--- src/rtl/fnel_pkg.sv ---
// fnel_pkg: register map, field positions, reset values and helpers of the
// first/next error logger.
// assumes: 12-bit byte address, 32-bit data, one link port per logger instance.
package fnel_pkg;

   localparam int ADDR_W = 12;
   localparam int DATA_W = 32;

   // register byte offsets
   localparam logic [11:0] OFS_GLOBAL_FIRST   = 12'h040;
   localparam logic [11:0] OFS_GLOBAL_NEXT    = 12'h044;
   localparam logic [11:0] OFS_PORT_FIRST_FAT = 12'h154;
   localparam logic [11:0] OFS_PORT_FIRST_NFC = 12'h158;
   localparam logic [11:0] OFS_PORT_NEXT_FAT  = 12'h15C;
   localparam logic [11:0] OFS_PORT_NEXT_NFC  = 12'h160;
   localparam logic [11:0] OFS_UNIT_FIRST     = 12'h168;
   localparam logic [11:0] OFS_UNIT_NEXT      = 12'h16C;
   localparam logic [11:0] OFS_STOP_SCREAM    = 12'h170;

   // port log widths and fields
   localparam int PORT_FAT_W = 13;
   localparam int PORT_NFC_W = 18;
   localparam int NFC_SLD_BIT = 17;                       // surprise link down
   localparam logic [17:0] NFC_UNCORR_MASK = 18'h207FF;   // bits 17 and 10:0
   localparam logic [17:0] NFC_RW_MASK     = 18'h20000;   // read-write sticky bits

   // global register fields
   localparam int GL_HALF_W      = 16;
   localparam int GL_MEM_FAT_BIT = 24;
   localparam int GL_MEM_NF_BIT  = 8;
   localparam logic [31:0] GFIRST_VALID = 32'hFFFD_FFFD;  // 17 and 1 reserved
   localparam logic [31:0] GNEXT_VALID  = 32'hF1FD_F1FD;  // 27:25, 17, 11:9, 1 reserved

   localparam logic [31:0] STICKY_RST = 32'h0000_0000;
   localparam logic [31:0] RDATA_RST  = 32'h0000_0000;

   // sticky status update: the set term is applied last so a new error wins
   function automatic logic [31:0] w1c_upd(input logic [31:0] cur,
                                           input logic [31:0] set,
                                           input logic [31:0] clr);
      return (cur & ~clr) | set;
   endfunction : w1c_upd

   // ecc failures decode only to a branch: log on the branch's lower channel
   function automatic logic [3:0] ecc_to_chan(input logic [1:0] branch);
      return {1'b0, branch[1], 1'b0, branch[0]};
   endfunction : ecc_to_chan

endpackage : fnel_pkg

--- src/rtl/fnel_log_if.sv ---
// fnel_log_if: carries one first/next log pair between the top and its logger.
// assumes: all signals belong to the logger's clock domain.
`timescale 1ns/1ps
interface fnel_log_if #(parameter int W = 8);
   logic [W-1:0] evt;       // unmasked error events this cycle
   logic         wr_first;  // software write to the first register
   logic         wr_next;   // software write to the next register
   logic [W-1:0] wdata;
   logic [W-1:0] first;
   logic [W-1:0] next;
   modport log (input evt, wr_first, wr_next, wdata, output first, next);
   modport ctl (output evt, wr_first, wr_next, wdata, input first, next);
endinterface : fnel_log_if

--- src/rtl/fnel_pair_log.sv ---
// fnel_pair_log: per-bit first error register and its next error register.
// assumes: power_good low clears the logs; rst_in does not touch them.
`timescale 1ns/1ps
module fnel_pair_log
   import fnel_pkg::*;
#(
   parameter int          W       = 8,
   parameter logic [31:0] RW_MASK = 32'h0000_0000
) (
   input  wire logic clk_in,
   input  wire logic power_good_in,
   input  wire logic ce_in,
   fnel_log_if.log   lg
);
   initial begin
      if (W < 1 || W > DATA_W) $error("fnel_pair_log: W out of range");
   end

   logic [W-1:0] first_reg;
   logic [W-1:0] next_reg;
   logic [W-1:0] first_clr;
   logic [W-1:0] rw_keep;

   assign first_clr = lg.wr_first ? lg.wdata : '0;
   assign rw_keep   = lg.wr_next ? lg.wdata : next_reg;

   // first log: an event sets its bit only if it is clear; clearing a set bit beats an event in the same cycle
   always_ff @(posedge clk_in or negedge power_good_in) begin
      if (!power_good_in) begin
         first_reg <= STICKY_RST[W-1:0];
      end else if (ce_in) begin
         first_reg <= W'(w1c_upd(32'(first_reg), 32'(lg.evt & ~first_reg),
                                 32'(first_clr)));
      end
   end

   // next log: only errors whose first bit was already set land here
   always_ff @(posedge clk_in or negedge power_good_in) begin
      if (!power_good_in) begin
         next_reg <= STICKY_RST[W-1:0];
      end else if (ce_in) begin
         for (int i = 0; i < W; i++) begin
            if (RW_MASK[i]) begin
               next_reg[i] <= rw_keep[i] | (lg.evt[i] & first_reg[i]);
            end else begin
               next_reg[i] <= (next_reg[i] & ~(lg.wr_next & lg.wdata[i]))
                              | (lg.evt[i] & first_reg[i]);
            end
         end
      end
   end

   assign lg.first = first_reg;
   assign lg.next  = next_reg;
endmodule : fnel_pair_log

--- src/rtl/fnel_top.sv ---
// fnel_top: first/next error logger for one link port plus the global pair.
// assumes: error inputs are one-cycle pulses synchronous to ref_clk_in;
// power_good_in low is the only reset that clears the sticky logs.
//
// Added by the designer: strobed register access.
`timescale 1ns/1ps

// Operation
// - port next non-fatal/correctable bit records only if its first bit is set
// - next non-fatal bit 17, surprise link down, is sticky read-write
// - correctable next bits: message 16, replay timeout 15 ... receiver 11
// - uncorrectable next bits 10 down to 0 in the fixed order
// - next fatal bits: overflow 9 down to link protocol 0
// - unit first bit 0 set by first voltage-controller error if clear
// - unit errors forwarded to central logic, classed by port cluster
// - unit next bit 0 set by later errors once first bit set
// - stop-and-scream flag set on first poisoning error while clear
// - global first catches first fatal and non-fatal, later go to next
// - global logs survive reset while power good stays high
// - only global first state gates detail log updates
// - global first fatal bits 31..16 in fixed source order, 17 reserved
// - global first non-fatal bits 15..0 same order, 1 reserved
// - ecc failure logged on lower channel of its branch
// - any memory channel fatal sets global next bit 24, 27:25 reserved
// - global next fatal 31:28 and 23:18 as first, 17 reserved
// - masked errors are neither reported nor logged
// - port first bit written only when not already set
module fnel_top
   import fnel_pkg::*;
#(
   parameter int PORT_NUM = 2
) (
   input  wire logic                  ref_clk_in,
   input  wire logic                  rst_in,
   input  wire logic                  ce_in,
   input  wire logic                  power_good_in,
   input  wire logic [ADDR_W-1:0]     addr_in,
   input  wire logic [DATA_W-1:0]     wdata_in,
   input  wire logic                  wr_in,
   input  wire logic                  rd_in,
   output logic      [DATA_W-1:0]     rdata_out,
   input  wire logic [PORT_FAT_W-1:0] port_fat_evt_in,
   input  wire logic [PORT_FAT_W-1:0] port_fat_mask_in,
   input  wire logic [PORT_NFC_W-1:0] port_nfc_evt_in,
   input  wire logic [PORT_NFC_W-1:0] port_nfc_mask_in,
   input  wire logic                  vpp_evt_in,
   input  wire logic                  vpp_mask_in,
   input  wire logic                  stop_scream_flag_evt_in,
   input  wire logic [GL_HALF_W-1:0]  gl_fat_evt_in,
   input  wire logic [GL_HALF_W-1:0]  gl_nf_evt_in,
   input  wire logic [1:0]            mem_ecc_fat_in,
   input  wire logic [1:0]            mem_ecc_nf_in,
   output logic                       fat_log_en_out,
   output logic                       nf_log_en_out,
   output logic                       unit_cl23_out,
   output logic                       unit_cl47_out
);
   initial begin
      if (PORT_NUM < 2 || PORT_NUM > 7) $error("fnel_top: PORT_NUM must be 2..7");
   end

   // masked errors are dropped before anything sees them
   logic [PORT_FAT_W-1:0] fat_unm;
   logic [PORT_NFC_W-1:0] nfc_unm;
   logic                  vpp_unm;
   assign fat_unm = port_fat_evt_in & ~port_fat_mask_in;
   assign nfc_unm = port_nfc_evt_in & ~port_nfc_mask_in;
   assign vpp_unm = vpp_evt_in & ~vpp_mask_in;

   // write strobes per register
   logic wr_gfirst;
   logic wr_gnext;
   logic wr_stop_scream_flag;
   assign wr_gfirst = wr_in && (addr_in == OFS_GLOBAL_FIRST);
   assign wr_gnext  = wr_in && (addr_in == OFS_GLOBAL_NEXT);
   assign wr_stop_scream_flag  = wr_in && (addr_in == OFS_STOP_SCREAM);

   // port fatal log: bit order is the input order, 9..0 per the fatal list
   fnel_log_if #(.W(PORT_FAT_W)) fat_if ();
   assign fat_if.evt      = fat_unm;
   assign fat_if.wr_first = wr_in && (addr_in == OFS_PORT_FIRST_FAT);
   assign fat_if.wr_next  = wr_in && (addr_in == OFS_PORT_NEXT_FAT);
   assign fat_if.wdata    = wdata_in[PORT_FAT_W-1:0];

   fnel_pair_log #(.W(PORT_FAT_W), .RW_MASK(32'h0000_0000)) u_fat_log (
      .clk_in        (ref_clk_in),
      .power_good_in (power_good_in),
      .ce_in         (ce_in),
      .lg            (fat_if.log)
   );

   // non-fatal/correctable log: correctable 16..11, uncorrectable 10..0, 17
   fnel_log_if #(.W(PORT_NFC_W)) nfc_if ();
   assign nfc_if.evt      = nfc_unm;
   assign nfc_if.wr_first = wr_in && (addr_in == OFS_PORT_FIRST_NFC);
   assign nfc_if.wr_next  = wr_in && (addr_in == OFS_PORT_NEXT_NFC);
   assign nfc_if.wdata    = wdata_in[PORT_NFC_W-1:0];

   fnel_pair_log #(.W(PORT_NFC_W), .RW_MASK(32'(NFC_RW_MASK))) u_nfc_log (
      .clk_in        (ref_clk_in),
      .power_good_in (power_good_in),
      .ce_in         (ce_in),
      .lg            (nfc_if.log)
   );

   // unit (voltage-controller) log: one bit each
   fnel_log_if #(.W(1)) unit_if ();
   assign unit_if.evt      = vpp_unm;
   assign unit_if.wr_first = wr_in && (addr_in == OFS_UNIT_FIRST);
   assign unit_if.wr_next  = wr_in && (addr_in == OFS_UNIT_NEXT);
   assign unit_if.wdata    = wdata_in[0];

   fnel_pair_log #(.W(1), .RW_MASK(32'h0000_0000)) u_unit_log (
      .clk_in        (ref_clk_in),
      .power_good_in (power_good_in),
      .ce_in         (ce_in),
      .lg            (unit_if.log)
   );

   // stop-and-scream flag: first poisoning error only, no next copy
   logic stop_scream_flag_reg;
   always_ff @(posedge ref_clk_in or negedge power_good_in) begin
      if (!power_good_in) begin
         stop_scream_flag_reg <= STICKY_RST[0];
      end else if (ce_in) begin
         // re-setting a set flag changes nothing, so only the first counts; set beats clear
         stop_scream_flag_reg <= (stop_scream_flag_reg & ~(wr_stop_scream_flag & wdata_in[0]))
                      | stop_scream_flag_evt_in;
      end
   end

   // global event vector; this port reports its own uncorrectable errors
   logic [GL_HALF_W-1:0] gfat_src;
   logic [GL_HALF_W-1:0] gnf_src;
   logic [DATA_W-1:0]    gevt;
   always_comb begin
      gfat_src = gl_fat_evt_in;
      gnf_src  = gl_nf_evt_in;
      gfat_src[11:8] = gl_fat_evt_in[11:8] | ecc_to_chan(mem_ecc_fat_in);
      gnf_src[11:8]  = gl_nf_evt_in[11:8] | ecc_to_chan(mem_ecc_nf_in);
      gfat_src[PORT_NUM] = gl_fat_evt_in[PORT_NUM] | (|fat_unm);
      gnf_src[PORT_NUM]  = gl_nf_evt_in[PORT_NUM] | (|(nfc_unm & NFC_UNCORR_MASK));
      gevt = {gfat_src, gnf_src} & GFIRST_VALID;
   end

   // a half takes all simultaneous errors while empty; otherwise they go next
   logic [DATA_W-1:0] gfirst_reg;
   logic [DATA_W-1:0] gnext_reg;
   logic [DATA_W-1:0] gfirst_next;
   logic [DATA_W-1:0] to_first;
   logic [DATA_W-1:0] to_next;
   logic [DATA_W-1:0] gnext_set;
   logic              fat_empty;
   logic              nf_empty;
   always_comb begin
      fat_empty = (gfirst_reg[31:16] == '0);
      nf_empty  = (gfirst_reg[15:0] == '0);
      to_first  = gevt & {{GL_HALF_W{fat_empty}}, {GL_HALF_W{nf_empty}}};
      to_next   = gevt & ~to_first;
      gnext_set = to_next;
      gnext_set[GL_MEM_FAT_BIT] = |to_next[27:24];
      gnext_set[GL_MEM_NF_BIT]  = |to_next[11:8];
      gnext_set = gnext_set & GNEXT_VALID;
      gfirst_next = w1c_upd(gfirst_reg, to_first,
                            wr_gfirst ? wdata_in : '0) & GFIRST_VALID;
   end

   // global logs reset on power_good only, so they survive rst_in
   always_ff @(posedge ref_clk_in or negedge power_good_in) begin
      if (!power_good_in) begin
         gfirst_reg <= STICKY_RST;
         gnext_reg  <= STICKY_RST;
      end else if (ce_in) begin
         gfirst_reg <= gfirst_next;
         gnext_reg  <= w1c_upd(gnext_reg, gnext_set, wr_gnext ? wdata_in : '0);
      end
   end

   // detail-log enables follow the global first register alone
   always_ff @(posedge ref_clk_in or posedge rst_in) begin
      if (rst_in) begin
         fat_log_en_out <= 1'b0;
         nf_log_en_out  <= 1'b0;
      end else if (ce_in) begin
         fat_log_en_out <= (gfirst_next[31:16] == '0);
         nf_log_en_out  <= (gfirst_next[15:0] == '0);
      end
   end

   // unit errors forwarded to the central logic, split by port cluster
   always_ff @(posedge ref_clk_in or posedge rst_in) begin
      if (rst_in) begin
         unit_cl23_out <= 1'b0;
         unit_cl47_out <= 1'b0;
      end else if (ce_in) begin
         unit_cl23_out <= vpp_unm && (PORT_NUM <= 3);
         unit_cl47_out <= vpp_unm && (PORT_NUM >= 4);
      end
   end

   // read mux; unmapped and reserved bits read zero
   logic [DATA_W-1:0] rd_mux;
   always_comb begin
      unique case (addr_in)
         OFS_GLOBAL_FIRST:   rd_mux = gfirst_reg;
         OFS_GLOBAL_NEXT:    rd_mux = gnext_reg;
         OFS_PORT_FIRST_FAT: rd_mux = 32'(fat_if.first);
         OFS_PORT_NEXT_FAT:  rd_mux = 32'(fat_if.next);
         OFS_PORT_FIRST_NFC: rd_mux = 32'(nfc_if.first);
         OFS_PORT_NEXT_NFC:  rd_mux = 32'(nfc_if.next);
         OFS_UNIT_FIRST:     rd_mux = 32'(unit_if.first);
         OFS_UNIT_NEXT:      rd_mux = 32'(unit_if.next);
         OFS_STOP_SCREAM:    rd_mux = 32'(stop_scream_flag_reg);
         default:            rd_mux = '0;
      endcase
   end

   // read data valid the cycle after the strobe, zero otherwise
   always_ff @(posedge ref_clk_in or posedge rst_in) begin
      if (rst_in) begin
         rdata_out <= RDATA_RST;
      end else if (ce_in) begin
         rdata_out <= rd_in ? rd_mux : '0;
      end
   end
endmodule : fnel_top

--- config.mk ---
export PLATFORM = sky130hd
export DESIGN_NAME = fnel_top
export DESIGN_NICKNAME = d
export VERILOG_FILES = /design/src/rtl/fnel_pkg.sv /design/src/rtl/fnel_log_if.sv /design/src/rtl/fnel_pair_log.sv /design/src/rtl/fnel_top.sv
export SDC_FILE = /design/constraint.sdc
export NUM_CORES = 1
export LEC_CHECK = 0
export ABC_CLOCK_PERIOD_IN_PS = 2050
export CAP_MARGIN = 20
export CORE_MARGIN = 2
export CORE_UTILIZATION = 35
export DETAILED_ROUTE_END_ITERATION = 6
export DONT_BUFFER_PORTS = 1
export RECOVER_POWER = 25
export SLEW_MARGIN = 25
export SYNTH_ARGS = -nofsm -noshare
export SYNTH_HDL_FRONTEND = slang
export SYNTH_SLANG_ARGS = --single-unit
--- constraint.sdc ---
create_clock -name ref_clk_in -period 2.05 [get_ports ref_clk_in]
set_clock_uncertainty 0.2 [all_clocks]
set_input_delay 0.1025 -clock ref_clk_in [delete_from_list [all_inputs] [get_ports ref_clk_in]]
set_output_delay 0.1025 -clock ref_clk_in [all_outputs]
set_load 0.01 [all_outputs]
-- Word level (Yosys, flattened, before mapping)
Cells that the tools add are included.
W data, S select, Z words.
- flip-flop bits (word level): 162
- input port bits: 151
- output and inout bits: 36
- word-level logic and storage cells: 242
- equality and inequality tests: 9
- muxes and demuxes: 8
- bitwise operators: 195
- reductions and logical operators: 17
- operators by type and width (operator ; count):
    $pmux W32 S9 ; 1
    $and A32 B32 Y32 ; 4
    $and A1 B1 Y1 ; 99
    $mux W32 ; 3
    $not A32 Y32 ; 3
    $eq A12 B9 Y1 const B ; 7
    $logic_not A16 Y1 ; 4
    $or A32 B32 Y32 ; 2
    $and A18 B18 Y18 ; 3
    $not A18 Y18 ; 3
    $and A13 B13 Y13 ; 3
    $not A13 Y13 ; 3
    $mux W18 ; 2
    $or A1 B1 Y1 ; 36
    $not A1 Y1 ; 35
    $eq A12 B7 Y1 const B ; 2
    $or A18 B18 Y18 ; 1
    $mux W13 ; 1
    $or A13 B13 Y13 ; 1
    $reduce_or A13 Y1 ; 1
    $reduce_or A12 Y1 ; 1
    $logic_and A1 B1 Y1 ; 9
    $or A4 B3 Y4 ; 2
    $reduce_or A4 Y1 ; 2
    $mux W1 ; 1

-- Logic depth before layout (Yosys ltp)
Gate-level depths: netlist of the first run.
- word-level depth: 9
- gate-level depth with buffers: 9

-- Hierarchy
A second synthesis of the first run with hierarchy kept.
- cells, all modules: 778
- area, all modules: 7998.9 µm²
- by module, submodules not included (module ; instances ; cells each ; area each (µm²)):
    fnel_top ; 1 ; 565 ; 5415.2
    fnel_pair_log (u_nfc_log) ; 1 ; 122 ; 1467.7
    fnel_pair_log (u_fat_log) ; 1 ; 85 ; 1037.2
    fnel_pair_log (u_unit_log) ; 1 ; 6 ; 78.8

-- Worst setup path after synthesis of the first run
No wires, ideal clock.
- kind: input to register
- start point: in addr_in[4]
- end point: reg gnext_reg[29]
- library setup time: 0.121 ns
- arrival time: 1.781 ns
- required time: 1.729 ns
- slack: -0.052 ns
- stages on the path: 9
- path buffers: 3
- path through: or4_4 -> nor4_1 -> and2_1 -> buf_2 -> and3_1 -> buf_4 -> buf_4 -> nand2_1 -> a22o_1
- cells in the longest elaborated chain, start to end: 6
- RTL lines (element ; RTL line ; text):
    start, declared ; fnel_top.sv:37 ; input wire logic [ADDR_W-1:0] addr_in,
    $eq A12 B7 Y1 ; fnel_top.sv:75 ; assign wr_gnext = wr_in && (addr_in == OFS_GLOBAL_NEXT);
    $logic_and A1 B1 Y1 ; fnel_top.sv:75 ;
    $mux W32 ; fnel_top.sv:175 ; gnext_reg <= w1c_upd(gnext_reg, gnext_set, wr_gnext ? wdata_in : '0);
    $not A32 Y32 ; fnel_pkg.sv:41 ; return (cur & ~clr) | set;
    $and A32 B32 Y32 ; fnel_pkg.sv:41 ;
    $or A32 B32 Y32 ; fnel_pkg.sv:41 ;
    end signal, assigned ; fnel_top.sv:175 ;
    end, declared ; fnel_top.sv:148 ; logic [DATA_W-1:0] gnext_reg;
Every way passes these cells.
A chain may end at the register's enable or synchronous reset.

-- Worst setup path in the final report of the first run
- start point: in port_nfc_mask_in[6]
- end point: reg u_nfc_log.first_reg[6] (netlist: u_nfc_log.lg.first[6])
- cells in the longest elaborated chain, start to end: 4
- RTL lines (element ; RTL line ; text):
    start, declared ; fnel_top.sv:45 ; input wire logic [PORT_NFC_W-1:0] port_nfc_mask_in,
    $not A18 Y18 ; fnel_top.sv:67 ; assign nfc_unm = port_nfc_evt_in & ~port_nfc_mask_in;
    $and A18 B18 Y18 ; fnel_top.sv:67 ;
    $and A18 B18 Y18 ; fnel_pair_log.sv:32 ; first_reg <= W'(w1c_upd(32'(first_reg), 32'(lg.evt & ~first_reg),
    $or A18 B18 Y18 ; fnel_pkg.sv:41 ;
    end signal, assigned ; fnel_pair_log.sv:30 ; first_reg <= STICKY_RST[W-1:0];
    end signal, assigned ; fnel_pair_log.sv:32 ;
    end, declared ; fnel_pair_log.sv:19 ; logic [W-1:0] first_reg;
Every way passes these cells.

==> impl_metrics.xml, run 1 <==
<?xml version="1.0" encoding="UTF-8"?>
<metrics>
  <group name="run_status">
    <metric name="status" unit="">finished, violations left</metric>
    <metric name="violated_checks" unit="">negative hold slack</metric>
  </group>
  <group name="detailed_routing">
    <metric name="finalWirelength" unit="mm">28.60</metric>
    <metric name="detail-route-antenna-nets" unit="">0</metric>
    <metric name="vias" unit="">7286</metric>
    <metric name="first_pass_iters" unit="">6</metric>
    <metric name="drt_first_iter_violations" unit="">778</metric>
    <metric name="post_drt_via_cell_ratio" unit="">5.885</metric>
    <metric name="route.detailed.wl_per_inst" unit="um">23.10</metric>
    <metric name="route.detailed.drc" unit="">0</metric>
  </group>
  <group name="power">
    <metric name="power_density" unit="nW/um^2">705.8</metric>
    <metric name="sw_share" unit="%">24.16</metric>
    <metric name="power.switching" unit="mW">1.844</metric>
    <metric name="p_int" unit="mW">5.787</metric>
    <metric name="finalPower" unit="mW">7.631</metric>
    <metric name="vdd_drop_max" unit="V">0.0004957</metric>
    <metric name="comb_power_share" unit="%">10.6</metric>
    <metric name="power.clock.fraction" unit="%">44.9</metric>
    <metric name="power.sequential.fraction" unit="%">44.6</metric>
    <metric name="power.static_leakage" unit="nW">4.330</metric>
  </group>
  <group name="logic_synthesis">
    <metric name="syn_inst" unit="">766</metric>
    <metric name="syn-cell-area" unit="sq um">7903</metric>
    <metric name="synthDistinctLibCells" unit="">54</metric>
    <metric name="synthesis.yosys.warnings" unit="">0</metric>
    <metric name="synth_seq_area_share" unit="%">51.30</metric>
    <metric name="synth_top_flop_cell" unit="">sky130_fd_sc_hd__dfrtp_1</metric>
    <metric name="synth_async_sr_flop_share" unit="%">100.0</metric>
    <metric name="synth_nets" unit="">917</metric>
    <metric name="flip_flop_and_latch_count_after_synthesis" unit="">162</metric>
    <metric name="post_synth.cell_area_avg" unit="sq um">10.32</metric>
    <metric name="synth-edff-count" unit="">0</metric>
  </group>
  <group name="clocking">
    <metric name="h-tree-depth" unit="">4</metric>
    <metric name="clkLatencyLatePin" unit="ns">0.42</metric>
    <metric name="cts-buffers-inserted" unit="">17</metric>
    <metric name="worst_setup_hold_path_clk_slew" unit="ns">0.07</metric>
    <metric name="cts_tree" unit="">done</metric>
    <metric name="cts_buffer_depth" unit="">2</metric>
    <metric name="root_buffer" unit="">sky130_fd_sc_hd__clkbuf_16</metric>
    <metric name="post_cts_hold_buffer_count" unit="">157</metric>
    <metric name="cts_sinks" unit="">162</metric>
  </group>
  <group name="finish">
    <metric name="design.final.nets" unit="">1095</metric>
    <metric name="final_cells" unit="">1238</metric>
    <metric name="area_growth_syn_to_layout" unit="%">36.81</metric>
    <metric name="drive_above_1_share" unit="%">11.30</metric>
    <metric name="utilization" unit="%">49.09</metric>
    <metric name="finish.instance_area" unit="sq um">10810</metric>
  </group>
  <group name="floorplan">
    <metric name="die_width" unit="um">154.3</metric>
    <metric name="fp.dieArea" unit="sq um">23800</metric>
    <metric name="floorplan.initialDensity" unit="%">35.88</metric>
    <metric name="core-area" unit="sq um">22030</metric>
    <metric name="top_level_ports" unit="">187</metric>
    <metric name="std_cell_rows" unit="">54</metric>
    <metric name="chipHeight" unit="um">154.3</metric>
  </group>
  <group name="timing">
    <metric name="fin_hold_ws" unit="ns">-0.8300</metric>
    <metric name="fmax" unit="GHz">0.5043</metric>
    <metric name="headroom_to_the_max_slew_limit" unit="%">52.82</metric>
    <metric name="worst-slew-pin-transition" unit="ns">0.7063</metric>
    <metric name="slew_viol_final" unit="">0</metric>
    <metric name="setup-violations-final" unit="">0</metric>
    <metric name="timing.final.crit_share" unit="%">96.74</metric>
    <metric name="report.final.hold_viol_count" unit="">127</metric>
    <metric name="timing.final.ws_setup" unit="ns">0.06690</metric>
    <metric name="period_needed" unit="ns">1.983</metric>
    <metric name="rsz0062_at_grt" unit="">false</metric>
    <metric name="fin_tns_setup" unit="ns">0</metric>
  </group>
  <group name="grt">
    <metric name="grt_antenna_before_repair" unit="">2</metric>
    <metric name="global_route.overflow_total" unit="">0</metric>
    <metric name="grt_start_max_net_pins" unit="">128</metric>
    <metric name="first_global_vias" unit="">7410</metric>
    <metric name="grt_first_pass_wirelength" unit="mm">44.45</metric>
    <metric name="grt_usage" unit="%">24.26</metric>
  </group>
  <group name="setup_path">
    <metric name="cp_data_required_time" unit="ns">2.19</metric>
    <metric name="regToRegSetupSlack" unit="ns">0.14</metric>
    <metric name="crit_type" unit="">in -&gt; reg</metric>
    <metric name="worst_ep_arrival_time" unit="ns">2.13</metric>
    <metric name="worstSetupStartpointType" unit="">input pin</metric>
    <metric name="critPathMaxFanout" unit="">2</metric>
    <metric name="endpoint_type_of_the_worst_setup_path" unit="">register</metric>
  </group>
  <group name="flow_run">
    <metric name="cap_violations" unit="">0</metric>
  </group>
  <group name="place">
    <metric name="place.port_buffers" unit="">0</metric>
    <metric name="post-dp-hpwl" unit="mm">18.31</metric>
    <metric name="pre_cts_slack" unit="ns">-0.2982</metric>
    <metric name="placed_cell_area" unit="sq um">8514</metric>
    <metric name="numPlacedInstances" unit="">1047</metric>
    <metric name="globalplace.congestion" unit="">0.8158</metric>
  </group>
  <group name="worst_hold_path">
    <metric name="min-delay-path-class" unit="">in -&gt; async</metric>
  </group>
</metrics>
==> cells by family (layout without fill, tap and decap cells) <==
kind of cell / after synthesis / in the layout / share of synthesized area (%)
buffers and inverters: 56 / 246 / 3.562
DFF: 162 / 162 / 51.30
AOI/OAI and AO/OA: 263 / 263 / 26.55
other: 1 / 3 / 0.04745
muxes: 14 / 14 / 1.805
and+or+nand+nor: 270 / 270 / 16.74
==> timing repair <==
action / in CTS / in global routing
buffers inserted: 0 / 1
endpoints found under the setup margin: 0 / 85
hold endpoints to repair: 324 / 127
gates resized for setup: 0 / 17
==> worst max-delay path: stages <==
cell and delay (ns):
sky130_fd_sc_hd__dlygate4sd3_1 0.55, sky130_fd_sc_hd__nor2b_2 0.14, sky130_fd_sc_hd__dlygate4sd3_1 0.58, sky130_fd_sc_hd__a21oi_1 0.07, sky130_fd_sc_hd__dlygate4sd3_1 0.55, sky130_fd_sc_hd__a31oi_1 0.13
==> cells in the mapped netlist (12+ instances only) <==
library cell / number / area share, %
sky130_fd_sc_hd__a21boi_0: 20 / 1.9
sky130_fd_sc_hd__a21oi_1: 25 / 1.6
sky130_fd_sc_hd__a222oi_1: 14 / 1.8
sky130_fd_sc_hd__a22o_1: 69 / 7.6
sky130_fd_sc_hd__a22oi_1: 20 / 1.9
sky130_fd_sc_hd__a31oi_1: 31 / 2.5
sky130_fd_sc_hd__a32o_1: 15 / 1.9
sky130_fd_sc_hd__and2_1: 15 / 1.2
sky130_fd_sc_hd__buf_2: 18 / 1.1
sky130_fd_sc_hd__clkbuf_1: 18 / 0.85
sky130_fd_sc_hd__dfrtp_1: 162 / 51
sky130_fd_sc_hd__mux2i_1: 12 / 1.5
sky130_fd_sc_hd__nand2_1: 117 / 5.6
sky130_fd_sc_hd__nor2_1: 46 / 2.2
sky130_fd_sc_hd__nor2b_1: 22 / 1.7
sky130_fd_sc_hd__nor4_1: 17 / 1.3
sky130_fd_sc_hd__o2bb2ai_1: 33 / 3.7
==> cell type report <==
cell class,instances,area [sq um]
Multi-Input combinational cell,548,3621
Sequential cell,162,4054
Tap cell,280,350.3
Antenna cell,2,5.005
Clock buffer,19,442.9
Clock inverter,12,180.2
Inverter,9,33.78
Fill cell,2021,11210
Timing Repair Buffer,206,2125
==> cells in the final DEF, fill, tap and decap left out, drive strengths merged, types with 19 or more instances in the layout <==
master	synthesis	final
dfrtp	162	162
dlygate4sd3	0	150
nand2	117	117
a22o	69	69
buf	29	52
nor2	48	48
o2bb2ai	33	33
a31oi	31	31
a21oi	25	25
a21boi	25	25
nor2b	22	22
a22oi	20	20
clkbuf	18	19
and2	19	19
nor4	19	19
==> per-layer routing <==
metal	vias to the layer above	part of all wire (%)	track usage [%]
met1	3636	44	33.37
met2	338	47	38.91
met5	-	0	0
met3	33	7.8	5.240
li1	3279	-	-
met4	0	1.7	6.658
==> final timing paths <==
kind / startpoint / end / depth (start not counted)
max: port_nfc_mask_in[6] / u_nfc_log.lg.first[6] / 6
min: power_good_in / u_nfc_log.lg.first[15] / 0
max reg2reg: gfirst_reg[30] / gnext_reg[16] / 4
min reg2reg: u_unit_log.lg.first / u_unit_log.lg.next / 2
max in group asynchronous: rst_in / rdata_out[13] / 4
min in group ref_clk_in: addr_in[0] / u_unit_log.lg.next / 5
==> power by group through the flow <==
stage,Combinational (mW),Sequential [mW],Clock (mW)
after floorplan,0.319,3.43,0
after CTS,0.788,3.40,3.47
after global placement,0.436,3.46,0
final,0.806,3.40,3.42
after detailed placement,0.443,3.46,0
after global routing,0.863,3.41,3.61
Power figures use the tool's default switching activity.
==> run 2, diff against run 1 <==
--- a/config.mk
+++ b/config.mk
@@ -10,3 +10,3 @@
 export CORE_MARGIN = 2
-export CORE_UTILIZATION = 35
+export CORE_UTILIZATION = 25
 export DETAILED_ROUTE_END_ITERATION = 6
--- a/constraint.sdc
+++ b/constraint.sdc
@@ -4,2 +4,2 @@
 set_output_delay 0.1025 -clock ref_clk_in [all_outputs]
-set_load 0.01 [all_outputs]
+set_load 0.005 [all_outputs]
==> impl_metrics.xml, run 2 (same netlist as run 1, synthesis figures left out) <==
<?xml version="1.0" encoding="UTF-8"?>
<metrics>
  <group name="setup_path">
    <metric name="gate_family_responsible_for_the_most_delay_along_the_worst_path" unit="">buffers and inverters</metric>
    <metric name="timing.critical_path.mode_cell" unit="">sky130_fd_sc_hd__and2_1</metric>
    <metric name="critical-path-max-stage-delay" unit="ns">0.54</metric>
    <metric name="endpoint_type_of_the_worst_setup_path" unit="">register</metric>
    <metric name="worstSetupStartpointType" unit="">input pin</metric>
    <metric name="crit_type" unit="">in -&gt; reg</metric>
    <metric name="cp_data_required_time" unit="ns">2.22</metric>
    <metric name="timing.critical_path.cells" unit="">dlygate4sd3_1, or2_2, nor4_4, buf_4, and2_1, buf_12, a222oi_1, and2_1, o2bb2ai_1</metric>
    <metric name="critPathSlowestCell" unit="">sky130_fd_sc_hd__dlygate4sd3_1</metric>
    <metric name="crit_buf_inv" unit="">3</metric>
    <metric name="critPathMaxFanout" unit="">19</metric>
    <metric name="worst_ep_arrival_time" unit="ns">2.13</metric>
  </group>
  <group name="grt">
    <metric name="grt_first_pass_wirelength" unit="mm">46.19</metric>
    <metric name="grt_usage" unit="%">18.57</metric>
    <metric name="first_global_vias" unit="">7318</metric>
    <metric name="grt_start_max_net_pins" unit="">128</metric>
    <metric name="global_route.overflow_total" unit="">0</metric>
    <metric name="grt_antenna_before_repair" unit="">4</metric>
  </group>
  <group name="floorplan">
    <metric name="fp.dieArea" unit="sq um">33050</metric>
    <metric name="die_width" unit="um">181.8</metric>
    <metric name="core-area" unit="sq um">31310</metric>
    <metric name="std_cell_rows" unit="">65</metric>
    <metric name="chipHeight" unit="um">181.8</metric>
    <metric name="top_level_ports" unit="">187</metric>
    <metric name="floorplan.initialDensity" unit="%">25.24</metric>
  </group>
  <group name="finish">
    <metric name="mostFrequentLayoutCell" unit="">sky130_fd_sc_hd__dfrtp_1</metric>
    <metric name="finish.instance_area" unit="sq um">10840</metric>
    <metric name="area_growth_syn_to_layout" unit="%">37.22</metric>
    <metric name="final_cell_mix" unit="">sky130_fd_sc_hd__dfrtp_1 (162), sky130_fd_sc_hd__dlygate4sd3_1 (152), sky130_fd_sc_hd__nand2_1 (117), sky130_fd_sc_hd__a22o_1 (69), sky130_fd_sc_hd__nor2_1 (45)</metric>
    <metric name="drive_above_1_share" unit="%">10.97</metric>
    <metric name="design.final.nets" unit="">1096</metric>
  </group>
  <group name="detailed_routing">
    <metric name="drt_first_iter_violations" unit="">651</metric>
    <metric name="highest_routed_metal_layer" unit="">met5</metric>
    <metric name="post_drt_via_cell_ratio" unit="">5.376</metric>
    <metric name="finalWirelength" unit="mm">30.37</metric>
    <metric name="route.detailed.wl_per_inst" unit="um">22.33</metric>
    <metric name="first_pass_iters" unit="">7</metric>
    <metric name="detail-route-antenna-nets" unit="">0</metric>
    <metric name="wl_met3" unit="mm">1.881</metric>
    <metric name="vias" unit="">7312</metric>
    <metric name="routedLengthMet1" unit="mm">13.29</metric>
    <metric name="met2_wirelength" unit="mm">14.72</metric>
    <metric name="route.detailed.drc" unit="">0</metric>
  </group>
  <group name="clocking">
    <metric name="cts_tree" unit="">done</metric>
    <metric name="post_cts_hold_buffer_count" unit="">156</metric>
    <metric name="cts_sinks" unit="">162</metric>
    <metric name="root_buffer" unit="">sky130_fd_sc_hd__clkbuf_16</metric>
    <metric name="clkLatencyLatePin" unit="ns">0.43</metric>
    <metric name="worst_setup_hold_path_clk_slew" unit="ns">0.07</metric>
    <metric name="h-tree-depth" unit="">4</metric>
    <metric name="cts-buffers-inserted" unit="">17</metric>
    <metric name="cts_buffer_depth" unit="">2</metric>
  </group>
  <group name="power">
    <metric name="power.static_leakage" unit="nW">4.284</metric>
    <metric name="power_density" unit="nW/um^2">674.3</metric>
    <metric name="vdd_drop_max" unit="V">0.0006102</metric>
  </group>
  <group name="place">
    <metric name="globalplace.congestion" unit="">0.8258</metric>
    <metric name="post-dp-hpwl" unit="mm">20.26</metric>
    <metric name="place.port_buffers" unit="">0</metric>
    <metric name="pre_cts_slack" unit="ns">-0.3558</metric>
    <metric name="placed_cell_area" unit="sq um">8637</metric>
  </group>
  <group name="timing">
    <metric name="rsz0062_at_grt" unit="">false</metric>
    <metric name="fin_hold_ws" unit="ns">-0.8360</metric>
    <metric name="fmax" unit="GHz">0.5101</metric>
    <metric name="worst-slew-pin-transition" unit="ns">0.5669</metric>
    <metric name="fin_tns_setup" unit="ns">0</metric>
    <metric name="setup-violations-final" unit="">0</metric>
    <metric name="period_needed" unit="ns">1.960</metric>
    <metric name="timing.final.ws_setup" unit="ns">0.08953</metric>
    <metric name="headroom_to_the_max_slew_limit" unit="%">62.21</metric>
    <metric name="slew_viol_final" unit="">0</metric>
    <metric name="report.final.hold_viol_count" unit="">128</metric>
    <metric name="timing.final.crit_share" unit="%">95.63</metric>
  </group>
  <group name="run_status">
    <metric name="violated_checks" unit="">negative hold slack</metric>
    <metric name="status" unit="">finished, violations left</metric>
  </group>
  <group name="worst_hold_path">
    <metric name="min-delay-path-class" unit="">in -&gt; async</metric>
  </group>
  <group name="flow_run">
    <metric name="cap_violations" unit="">0</metric>
  </group>
</metrics>
==> run 2: cell types whose count changed in the layout (fill, tap and decap cells not counted), sizes merged <==
cell | previous run | this run
clkbuf | 19 | 18
diode | 2 | 1
inv | 10 | 14
bufinv | 4 | 1
dlymetal6s4s | 4 | 2
buf | 52 | 53
dlygate4sd3 | 150 | 152
==> run 2: per-stage QoR <==
| stage | util [%] | hold WS, ns | instances | power (mW) |
|---|---|---|---|---|
| 2_1_floorplan | - | -0.3931 | 766 | 3.745 |
| 3_3_place_gp | 27.58 | -0.3799 | 1170 | 3.878 |
| 3_5_place_dp | 27.58 | -0.3800 | 1170 | 3.884 |
| 4_1_cts | 34.47 | -0.8418 | 1357 | 7.347 |
| 5_1_grt | 34.63 | -0.8562 | 1360 | 7.588 |
| 6_report | 34.63 | -0.8360 | 1360 | 7.312 |
==> run 2: final cells by class <==
type,count,area (sq um)
Sequential cell,162,4054
Multi-Input combinational cell,548,3607
Antenna cell,1,2.502
Clock inverter,13,127.6
Tap cell,402,503.0
Timing Repair Buffer,207,2077
Inverter,9,33.78
Clock buffer,18,439.2
Fill cell,3103,20470
==> run 2: report_power, final <==
group	internal, mW	leakage (nW)	switching [mW]
Sequential	3.29	1.76	0.121
Combinational	0.391	2.25	0.368
Clock	1.72	0.276	1.42
Total	5.41	4.28	1.90
==> run 2: worst paths after layout <==
path	start	endpoint	slack, ns	depth (start not counted)
max in group asynchronous	rst_in	rdata_out[0]	1.22	3
hold / removal	power_good_in	gnext_reg[8]	-0.84	0
min in group ref_clk_in	ce_in	u_fat_log.lg.first[10]	0	4
setup / recovery	addr_in[9]	rdata_out[3]	0.09	9
hold reg to reg	u_unit_log.lg.first	u_unit_log.lg.next	0.29	2
setup reg to reg	gfirst_reg[12]	nf_log_en_out	0.13	6
==> run 2: routing by layer <==
layer	vias up	global-route usage, %
met3	31	4.332
li1	3265	-
met1	3715	24.37
met5	-	0
met2	295	30.79
met4	6	4.878
==> run 2: what timing repair did <==
item | in CTS | in global routing
endpoints found under the hold margin | 324 | 127
resized for setup | 0 | 8
endpoints found under the setup margin | 0 | 100
setup buffers | 0 | 2
